$ cat config.mk
export PLATFORM = sky130hd
export DESIGN_NAME = vcsft_top
export DESIGN_NICKNAME = d
export VERILOG_FILES = /design/src/hw/vcsft_pkg.sv /design/src/hw/vcsft_sync.sv /design/src/hw/vcsft_top.sv
export SDC_FILE = /design/constraint.sdc
export NUM_CORES = 1
export LEC_CHECK = 0
export ABC_AREA = 1
export BUFFER_PORTS_ARGS = -buffer_cell sky130_fd_sc_hd__buf_2
export CAP_MARGIN = 20
export CELL_PAD_IN_SITES_DETAIL_PLACEMENT = 1
export CELL_PAD_IN_SITES_GLOBAL_PLACEMENT = 2
export CORE_ASPECT_RATIO = 0.6
export CORE_MARGIN = 2
export CORE_UTILIZATION = 32
export DETAILED_ROUTE_END_ITERATION = 8
export PLACE_DENSITY_LB_ADDON = 0.12
export SYNTH_ARGS = -nofsm -noshare
export SYNTH_HDL_FRONTEND = slang
export SYNTH_SLANG_ARGS = --single-unit
$ cat constraint.sdc
create_clock -name clk -period 1.87 [get_ports clk]
set_input_delay 0.0935 -clock clk [delete_from_list [all_inputs] [get_ports clk]]
set_output_delay 0.0935 -clock clk [all_outputs]
set_load 0.02 [all_outputs]
$ cat src/hw/vcsft_pkg.sv
// Shared constants, types and register map of the video sync, flag and timer block.
package vcsft_pkg;

  // APB register byte offsets.
  localparam logic [7:0] REG_STATUS_OFS = 8'h00;
  localparam logic [7:0] REG_MASK_OFS = 8'h04;
  localparam logic [7:0] REG_STATE_OFS = 8'h08;
  localparam logic [7:0] REG_CONTROL_OFS = 8'h0c;

  // Status and mask bit positions.
  localparam int EV_TIMER_BIT = 0;
  localparam int EV_ACCESS_BIT = 1;
  localparam int EV_WIDTH = 2;

  // Control bit positions and values after reset.
  localparam int CTL_SPEAKER_EN_BIT = 0;
  localparam logic [31:0] CONTROL_RST = 32'h0000_0001;
  localparam logic [1:0] MASK_RST = 2'h0;
  localparam logic [1:0] STATUS_RST = 2'h0;

  // Flag line roles.
  localparam int FLAG_COUNT = 8;
  localparam int FLAG_TIMER_EN = 1;
  localparam int FLAG_BELL = 2;
  localparam int FLAG_TICK = 3;
  localparam logic [7:0] FLAGS_RST = 8'h00;

  // Decade counter of field pulses.
  localparam logic [3:0] DECADE_LAST = 4'h9;
  localparam logic [3:0] DECADE_RST = 4'h0;

  // Clock rate and derived counts.
  localparam int unsigned CLK_HZ = 125000000;
  localparam int unsigned TONE_FREQ_HZ = 2000;
  localparam int unsigned TONE_HALF_CYC = CLK_HZ / (2 * TONE_FREQ_HZ);
  localparam int unsigned BELL_TIME_MS = 100;
  localparam int unsigned TICK_TIME_MS = 10;
  localparam int unsigned BELL_CYC = (CLK_HZ / 1000) * BELL_TIME_MS;
  localparam int unsigned TICK_CYC = (CLK_HZ / 1000) * TICK_TIME_MS;
  localparam int CNT_W = 32;

  // Memory access sequencer states.
  typedef enum logic [2:0] {
    ACC_IDLE = 3'b001,
    ACC_GRANT = 3'b010,
    ACC_READY = 3'b100
  } vcsft_acc_t;

  // Pins arriving from the processor bus and video timing.
  typedef struct packed {
    logic display_select_addr_bit;
    logic mem_read_strobe_n;
    logic mem_write_strobe_n;
    logic refresh_pending;
    logic video_read_active;
    logic row_strobe_n;
    logic field_rate_pulse;
    logic flag_latch_load_n;
    logic [3:0] data_low;
    logic timer_irq_clear;
  } vcsft_pins_t;

  localparam vcsft_pins_t PINS_RST = '{
    display_select_addr_bit: 1'b0,
    mem_read_strobe_n: 1'b1,
    mem_write_strobe_n: 1'b1,
    refresh_pending: 1'b0,
    video_read_active: 1'b0,
    row_strobe_n: 1'b1,
    field_rate_pulse: 1'b0,
    flag_latch_load_n: 1'b1,
    data_low: 4'h0,
    timer_irq_clear: 1'b0
  };

  // Outputs toward the processor and the sound stage.
  typedef struct packed {
    logic mem_grant;
    logic cpu_route_en;
    logic ready_n;
    logic timer_irq;
    logic speaker_drive;
    logic [7:0] flag_outputs;
  } vcsft_outs_t;

endpackage

$ cat src/hw/vcsft_sync.sv
// Three-stage pin synchroniser with agreement filter.
`timescale 1ns/1ps
module vcsft_sync #(
  parameter int W = 1,
  parameter logic [W-1:0] RST = '0
) (
  input wire logic clk,
  input wire logic srst,
  input wire logic [W-1:0] d,
  output logic [W-1:0] q
);

  logic [W-1:0] s1_r;
  logic [W-1:0] s2_r;
  logic [W-1:0] s3_r;
  logic [W-1:0] q_nxt;

  // A bit only changes once the second and third stages agree.
  always_comb
  begin
    for (int i = 0; i < W; i++)
    begin
      q_nxt[i] = (s2_r[i] == s3_r[i]) ? s3_r[i] : q[i];
    end
  end

  always_ff @(posedge clk)
  begin
    if (srst)
    begin
      s1_r <= RST;
      s2_r <= RST;
      s3_r <= RST;
      q <= RST;
    end
    else
    begin
      s1_r <= d;
      s2_r <= s1_r;
      s3_r <= s2_r;
      q <= q_nxt;
    end
  end

endmodule

$ cat src/hw/vcsft_top.sv
// Memory access synchroniser, flag latch, sound gating and field timer with APB registers.
`timescale 1ns/1ps
module vcsft_top #(
  parameter int unsigned TONE_HALF = vcsft_pkg::TONE_HALF_CYC,
  parameter int unsigned BELL_LEN = vcsft_pkg::BELL_CYC,
  parameter int unsigned TICK_LEN = vcsft_pkg::TICK_CYC
) (
  input wire logic clk,
  input wire logic srst,
  input wire vcsft_pkg::vcsft_pins_t pins,
  output vcsft_pkg::vcsft_outs_t outs,
  input wire logic psel,
  input wire logic penable,
  input wire logic pwrite,
  input wire logic [31:0] paddr,
  input wire logic [31:0] pwdata,
  output logic [31:0] prdata,
  output logic pready,
  output logic pslverr,
  output logic irq
);
  import vcsft_pkg::*;

  ////////////////////////////////////////////////////////////////////////////
  // Pin synchronisation and edge detection.

  vcsft_pins_t sp, prev_r;
  logic req, qualify, ras_fall, field_rise;

  vcsft_sync #(
    .W($bits(vcsft_pins_t)),
    .RST(PINS_RST)
  ) u_sync (
    .clk(clk),
    .srst(srst),
    .d(pins),
    .q(sp)
  );

  always_ff @(posedge clk)
  begin
    if (srst)
      prev_r <= PINS_RST;
    else
      prev_r <= sp;
  end

  assign req = sp.display_select_addr_bit & (~sp.mem_read_strobe_n | ~sp.mem_write_strobe_n);
  assign qualify = req & ~sp.refresh_pending & ~sp.video_read_active;
  assign ras_fall = prev_r.row_strobe_n & ~sp.row_strobe_n;
  assign field_rise = ~prev_r.field_rate_pulse & sp.field_rate_pulse;

  ////////////////////////////////////////////////////////////////////////////
  // Memory access sequencer.

  vcsft_acc_t acc_r, acc_nxt;
  logic access_done;

  always_comb
  begin
    acc_nxt = acc_r;
    access_done = 1'b0;
    unique case (acc_r)
      ACC_IDLE:
      begin
        if (ras_fall && qualify)
          acc_nxt = ACC_GRANT;
      end
      ACC_GRANT:
      begin
        if (!req)
          acc_nxt = ACC_IDLE;
        else if (ras_fall)
        begin
          acc_nxt = ACC_READY;
          access_done = 1'b1;
        end
      end
      ACC_READY:
      begin
        if (!req)
          acc_nxt = ACC_IDLE;
      end
      default: acc_nxt = ACC_IDLE;
    endcase
  end

  always_ff @(posedge clk)
  begin
    if (srst)
      acc_r <= ACC_IDLE;
    else
      acc_r <= acc_nxt;
  end

  ////////////////////////////////////////////////////////////////////////////
  // Flag latch.

  logic [7:0] flags_r, flags_nxt;

  always_comb
  begin
    flags_nxt = flags_r;
    if (!sp.flag_latch_load_n)
      flags_nxt[sp.data_low[2:0]] = sp.data_low[3];
  end

  always_ff @(posedge clk)
  begin
    if (srst)
      flags_r <= FLAGS_RST;
    else
      flags_r <= flags_nxt;
  end

  ////////////////////////////////////////////////////////////////////////////
  // Sound timers and tone gating.

  logic [CNT_W-1:0] bell_r, bell_nxt, tick_r, tick_nxt, tone_r, tone_nxt;
  logic tone_sq_r, tone_sq_nxt, bell_act, tick_act;
  logic [31:0] control_r;

  assign bell_act = (bell_r != '0);
  assign tick_act = (tick_r != '0);

  always_comb
  begin
    bell_nxt = bell_act ? bell_r - 1'b1 : bell_r;
    tick_nxt = tick_act ? tick_r - 1'b1 : tick_r;
    if (flags_nxt[FLAG_BELL] && !flags_r[FLAG_BELL])
      bell_nxt = CNT_W'(BELL_LEN);
    if (flags_nxt[FLAG_TICK] && !flags_r[FLAG_TICK])
      tick_nxt = CNT_W'(TICK_LEN);
    tone_nxt = tone_r + 1'b1;
    tone_sq_nxt = tone_sq_r;
    if (tone_r >= CNT_W'(TONE_HALF - 1))
    begin
      tone_nxt = '0;
      tone_sq_nxt = ~tone_sq_r;
    end
  end

  always_ff @(posedge clk)
  begin
    if (srst)
    begin
      bell_r <= '0;
      tick_r <= '0;
      tone_r <= '0;
      tone_sq_r <= 1'b0;
    end
    else
    begin
      bell_r <= bell_nxt;
      tick_r <= tick_nxt;
      tone_r <= tone_nxt;
      tone_sq_r <= tone_sq_nxt;
    end
  end

  ////////////////////////////////////////////////////////////////////////////
  // Field decade counter and timer interrupt.

  logic [3:0] decade_r, decade_nxt;
  logic timer_irq_r, timer_irq_nxt, carry;

  // Ten fields at the 50 Hz field rate give the 200 ms tick.
  assign carry = field_rise & flags_r[FLAG_TIMER_EN] & (decade_r == DECADE_LAST);

  always_comb
  begin
    decade_nxt = decade_r;
    if (field_rise && flags_r[FLAG_TIMER_EN])
      decade_nxt = (decade_r == DECADE_LAST) ? DECADE_RST : decade_r + 1'b1;
    timer_irq_nxt = timer_irq_r;
    if (sp.timer_irq_clear)
      timer_irq_nxt = 1'b0;
    if (carry)
      timer_irq_nxt = 1'b1;
  end

  always_ff @(posedge clk)
  begin
    if (srst)
    begin
      decade_r <= DECADE_RST;
      timer_irq_r <= 1'b0;
    end
    else
    begin
      decade_r <= decade_nxt;
      timer_irq_r <= timer_irq_nxt;
    end
  end

  ////////////////////////////////////////////////////////////////////////////
  // Pin outputs.

  always_comb
  begin
    outs.mem_grant = (acc_r == ACC_GRANT);
    outs.cpu_route_en = (acc_r == ACC_GRANT);
    outs.ready_n = ~(acc_r == ACC_READY);
    outs.timer_irq = timer_irq_r;
    outs.speaker_drive = tone_sq_r & (bell_act | tick_act) & control_r[CTL_SPEAKER_EN_BIT];
    outs.flag_outputs = flags_r;
  end

  ////////////////////////////////////////////////////////////////////////////
  // APB registers and event interrupt.

  logic [EV_WIDTH-1:0] status_r, status_nxt, mask_r, mask_nxt, events;
  logic [31:0] control_nxt, prdata_nxt;
  logic wr, rd, hit;

  assign events = {access_done, carry};
  assign wr = psel & penable & pwrite;
  assign rd = psel & ~penable & ~pwrite;
  assign hit = (paddr[7:0] == REG_STATUS_OFS) | (paddr[7:0] == REG_MASK_OFS) |
               (paddr[7:0] == REG_STATE_OFS) | (paddr[7:0] == REG_CONTROL_OFS);
  assign pready = 1'b1;
  assign pslverr = psel & penable & (~hit | (paddr[31:8] != 24'h00_0000));
  assign irq = |(status_r & mask_r);

  always_comb
  begin
    status_nxt = status_r;
    mask_nxt = mask_r;
    control_nxt = control_r;
    prdata_nxt = prdata;
    if (wr && !pslverr)
    begin
      if (paddr[7:0] == REG_STATUS_OFS)
        status_nxt = status_r & ~pwdata[EV_WIDTH-1:0];
      if (paddr[7:0] == REG_MASK_OFS)
        mask_nxt = pwdata[EV_WIDTH-1:0];
      if (paddr[7:0] == REG_CONTROL_OFS)
        control_nxt = {31'h0000_0000, pwdata[CTL_SPEAKER_EN_BIT]};
    end
    status_nxt = status_nxt | events;
    if (rd)
    begin
      prdata_nxt = 32'h0000_0000;
      unique case (paddr[7:0])
        REG_STATUS_OFS: prdata_nxt = {30'h0000_0000, status_r};
        REG_MASK_OFS: prdata_nxt = {30'h0000_0000, mask_r};
        REG_STATE_OFS: prdata_nxt = {14'h0000, decade_r, tick_act, bell_act, timer_irq_r,
                                     acc_r, flags_r};
        REG_CONTROL_OFS: prdata_nxt = control_r;
        default: prdata_nxt = 32'h0000_0000;
      endcase
    end
  end

  always_ff @(posedge clk)
  begin
    if (srst)
    begin
      status_r <= STATUS_RST;
      mask_r <= MASK_RST;
      control_r <= CONTROL_RST;
      prdata <= 32'h0000_0000;
    end
    else
    begin
      status_r <= status_nxt;
      mask_r <= mask_nxt;
      control_r <= control_nxt;
      prdata <= prdata_nxt;
    end
  end
endmodule

==> flow_summary.ini <==
[synth]
synth_area_sq_um = 8660
ys_ff_latch = 190
post_synth_and_or_nand_nor_area_fraction_pct = 34.2
synth_ff_type = dfxtp_1
synth_xor_area_share_pct = 3.64
yosys_warnings = 0
synth_mux_area_share_pct = 0
yosysTopAreaCell = dfxtp_1
syn_inst = 1254
synthAdderAreaFrac_pct = 1.01
synth_edf_count = 0
yosys-top-cells-area = dfxtp_1 44%, nand2_1 13%, nor2_1 11%
synth_top_family_by_area = simple AND/OR/NAND/NOR gates
yosysSeqAreaShare_pct = 43.9
synth_top_area_share_pct = 43.9
synth_cell_type_count = 39
syn_area_per_cell_sq_um = 6.91
synth_compound_area_share_pct = 7.32
async_reset_ff_share_pct = 0

[min_path]
hp-start = srst
hold_end = decade_r[3]$_SDFFE_PP0P_
whs_path_depth = 4
hold_class = in -> reg

[worst_setup_path]
path_class = reg -> reg
max_stage_delay_ps = 390
critPathArrivalTime_ps = 2290
path_max_fanout = 3
critPathLaunchType = register
reg2reg_to = tick_r[26]$_SDFFE_PP0P_
reg2reg_slack_ps = -70
crit_top_cell = buf_4
cp-end-kind = register
critPathRequiredTime_ps = 2220
path_cells = nor2_4 -> buf_4 -> buf_4 -> buf_4 -> buf_4 -> buf_4 -> buf_4 -> buf_4 -> nand2_1 -> nor2_2 -> nand2_2 -> nor2_1 -> nand2_1 -> nand2_1 -> nand2_1 -> nor2_1
r2r_start = tick_r[14]$_SDFFE_PP0P_
cpMaxStageDelayCell = dfxtp_4
r2r_cells = 16

[power_and_ir_drop]
finalPower_mw = 20.2
leakage_nw = 5.23
p_per_area_nw_per_um2 = 1780
ir_drop_mv = 0.761

[status]
failed_checks = setup timing
status = complete, but fails checks

[timing]
rsz0062_at_grt = yes
slew_viol_final = 0
fin_ws_ps = -71.3
final.period_utilization_pct = 104
fin_worst_skew_ps = 8.92
finalSetupViolCount = 4
min_period_ps = 1940
timing.fmax_ghz = 0.515
hold_viol_final = 0

[layout]
drive_gt1_share_pct = 23.6
nNetsFinal = 1542
syn2layout_area_growth_pct = 30.5
n_antenna_cell = 0
design_area_sq_um = 11300

[grt]
grt_pass1_vias = 8286
grt_pass1_wl_um = 43700
grt_max_degree = 85
grt.total_usage_pct = 19.6
antenna_found_initial = 0
gr-total-overflow = 0

[clocking]
cts_made_buffers = 17
clock_sinks = 190
clk_pin_slew_ps = 80
cts_tree = yes
cts_buffer_depth = 2
clk_latency_ps = 460
cts-root-buf = clkbuf_16
htree_levels = 4

[floorplanning]
die_area_sq_um = 28400
die_x_um = 216
die_y_um = 131
coreArea_sq_um = 26500
ios = 130
start_util_pct = 32.6
num_rows = 46

[detailed_routing]
drt_wl_total_um = 27000
via_per_inst = 4.50
wire_per_inst_um = 14.8
route.detailed.drc = 0
ant_nets = 0
vias = 8223
dr.pass1.iters = 4
dr.first_iter.drc_count = 309

[placement]
dp_slack_ps = 115
port_buffers = 84
gp_congestion = 0.838
placedInstanceArea_sq_um = 9770
dp_hpwl_um = 19600

[run]
cap_violations = 0
==> cell families after synthesis <==
logic type                 Yosys count
buffers and inverters              198
other                                2
xor gates and xnor gates            36
AOI/OAI and AO/OA                  114
and+or+nand+nor                    707
adders and majority gates            7
DFF                                190
==> where the power goes <==
part / internal, mW / switching, mW / leakage (nW)
sequential: 4.72 / 0.677 / 1.56
combinational: 4.50 / 6.65 / 3.39
clock: 1.79 / 1.83 / 0.281
total: 11.0 / 9.15 / 5.23
==> cells in the final DEF, fill, tap and decap left out, drive strengths merged, types with 6 or more instances in the layout <==
cell type	count
conb	32
nor3	24
a311oi	6
clkbuf	19
nor2	271
inv	168
nand4	15
a211oi	12
xnor2	17
buf	173
ha	7
nand3	76
dlygate4sd3	17
nand2	293
a21oi	69
dfxtp	190
or2	21
o21ai	23
xor2	19
==> flip-flops by register name, summed over array words and instances, names as in the netlist <==
signal       count
u_sync.s1_r     13
mask_r           2
decade_r         4
tone_sq_r        1
tick_r          32
u_sync.s2_r     13
tone_r          32
bell_r          32
acc_r            3
prev_r           2
flags_r          8
timer_irq_r      1
status_r         2
u_sync.s3_r     13
prdata          18
u_sync.q        13
control_r        1
==> worst max-delay path by stage <==
stage                             from                 endpoint  slack [ps]  cells after the start
2_1_floorplan   bell_r[0]$_SDFFE_PP0P_  bell_r[30]$_SDFFE_PP0P_         430                      9
3_3_place_gp   bell_r[14]$_SDFFE_PP0P_                  outs[8]         110                      8
3_5_place_dp   bell_r[14]$_SDFFE_PP0P_                  outs[8]         120                      8
4_1_cts        tick_r[27]$_SDFFE_PP0P_                  outs[8]         -80                      8
5_1_grt         bell_r[7]$_SDFFE_PP0P_                  outs[8]        -150                      8
6_report       tick_r[14]$_SDFFE_PP0P_  tick_r[26]$_SDFFE_PP0P_         -70                     16
==> synthesized netlist by cell type, types with 2 or more instances <==
cell type / number
nor2_4: 3
xor2_1: 19
nand4_1: 15
or2_2: 20
buf_2: 3
nor2_2: 3
a21oi_1: 69
nor3_1: 22
nand2_1: 292
nor3b_1: 2
dfxtp_1: 190
ha_1: 7
xnor2_1: 17
a211oi_1: 12
o21ai_0: 23
nand3_1: 75
buf_4: 19
buf_6: 4
clkbuf_1: 14
inv_1: 156
conb_1: 2
nor2_1: 265
a311oi_1: 6
==> layer usage <==
metal  track usage (%)  up-vias  share of wire [%]
met5                 0        -                  0
met4              4.95        0               0.99
met1              29.9     3850                 55
li1                  -     4276                  -
met2              27.8       81                 41
met3              3.91       16                3.7
==> final cells by class <==
type / count / area [sq um]
clock buffers: 18 / 429
clock inverters: 14 / 138
fillers: 3404 / 15200
inverters: 157 / 592
multi-input cells: 896 / 4470
flip-flops and latches: 190 / 3850
well taps: 360 / 450
repair buffers: 191 / 1370
==> critical path: cells and delay by family (launching register included) <==
kind          cells  cell delay [ps]
buf+inv           7              840
simple gates      9              590
flops             1              390
==> through the flow <==
step	setup TNS [ps]	hold slack, ps	util, %	instances
floorplan	0	197	-	1284
global placement	0	280	36.8	1733
detailed placement	0	281	36.8	1733
CTS	-831	22.8	41.7	1822
global route	-706	49.4	42.6	1826
finish	-220	34.1	42.6	1826
==> timing repair <==
item / 4_1_cts / 5_1_grt
gates resized for setup: 87 / 57
gates cloned: 2 / 1
endpoints found under the hold margin: 18 / 0
hold buffers: 17 / 0
buffers inserted: 38 / 6
setup endpoints to repair: 1 / 36
pin swaps: 32 / 28
No activity file was read; power rests on OpenSTA's default activity.
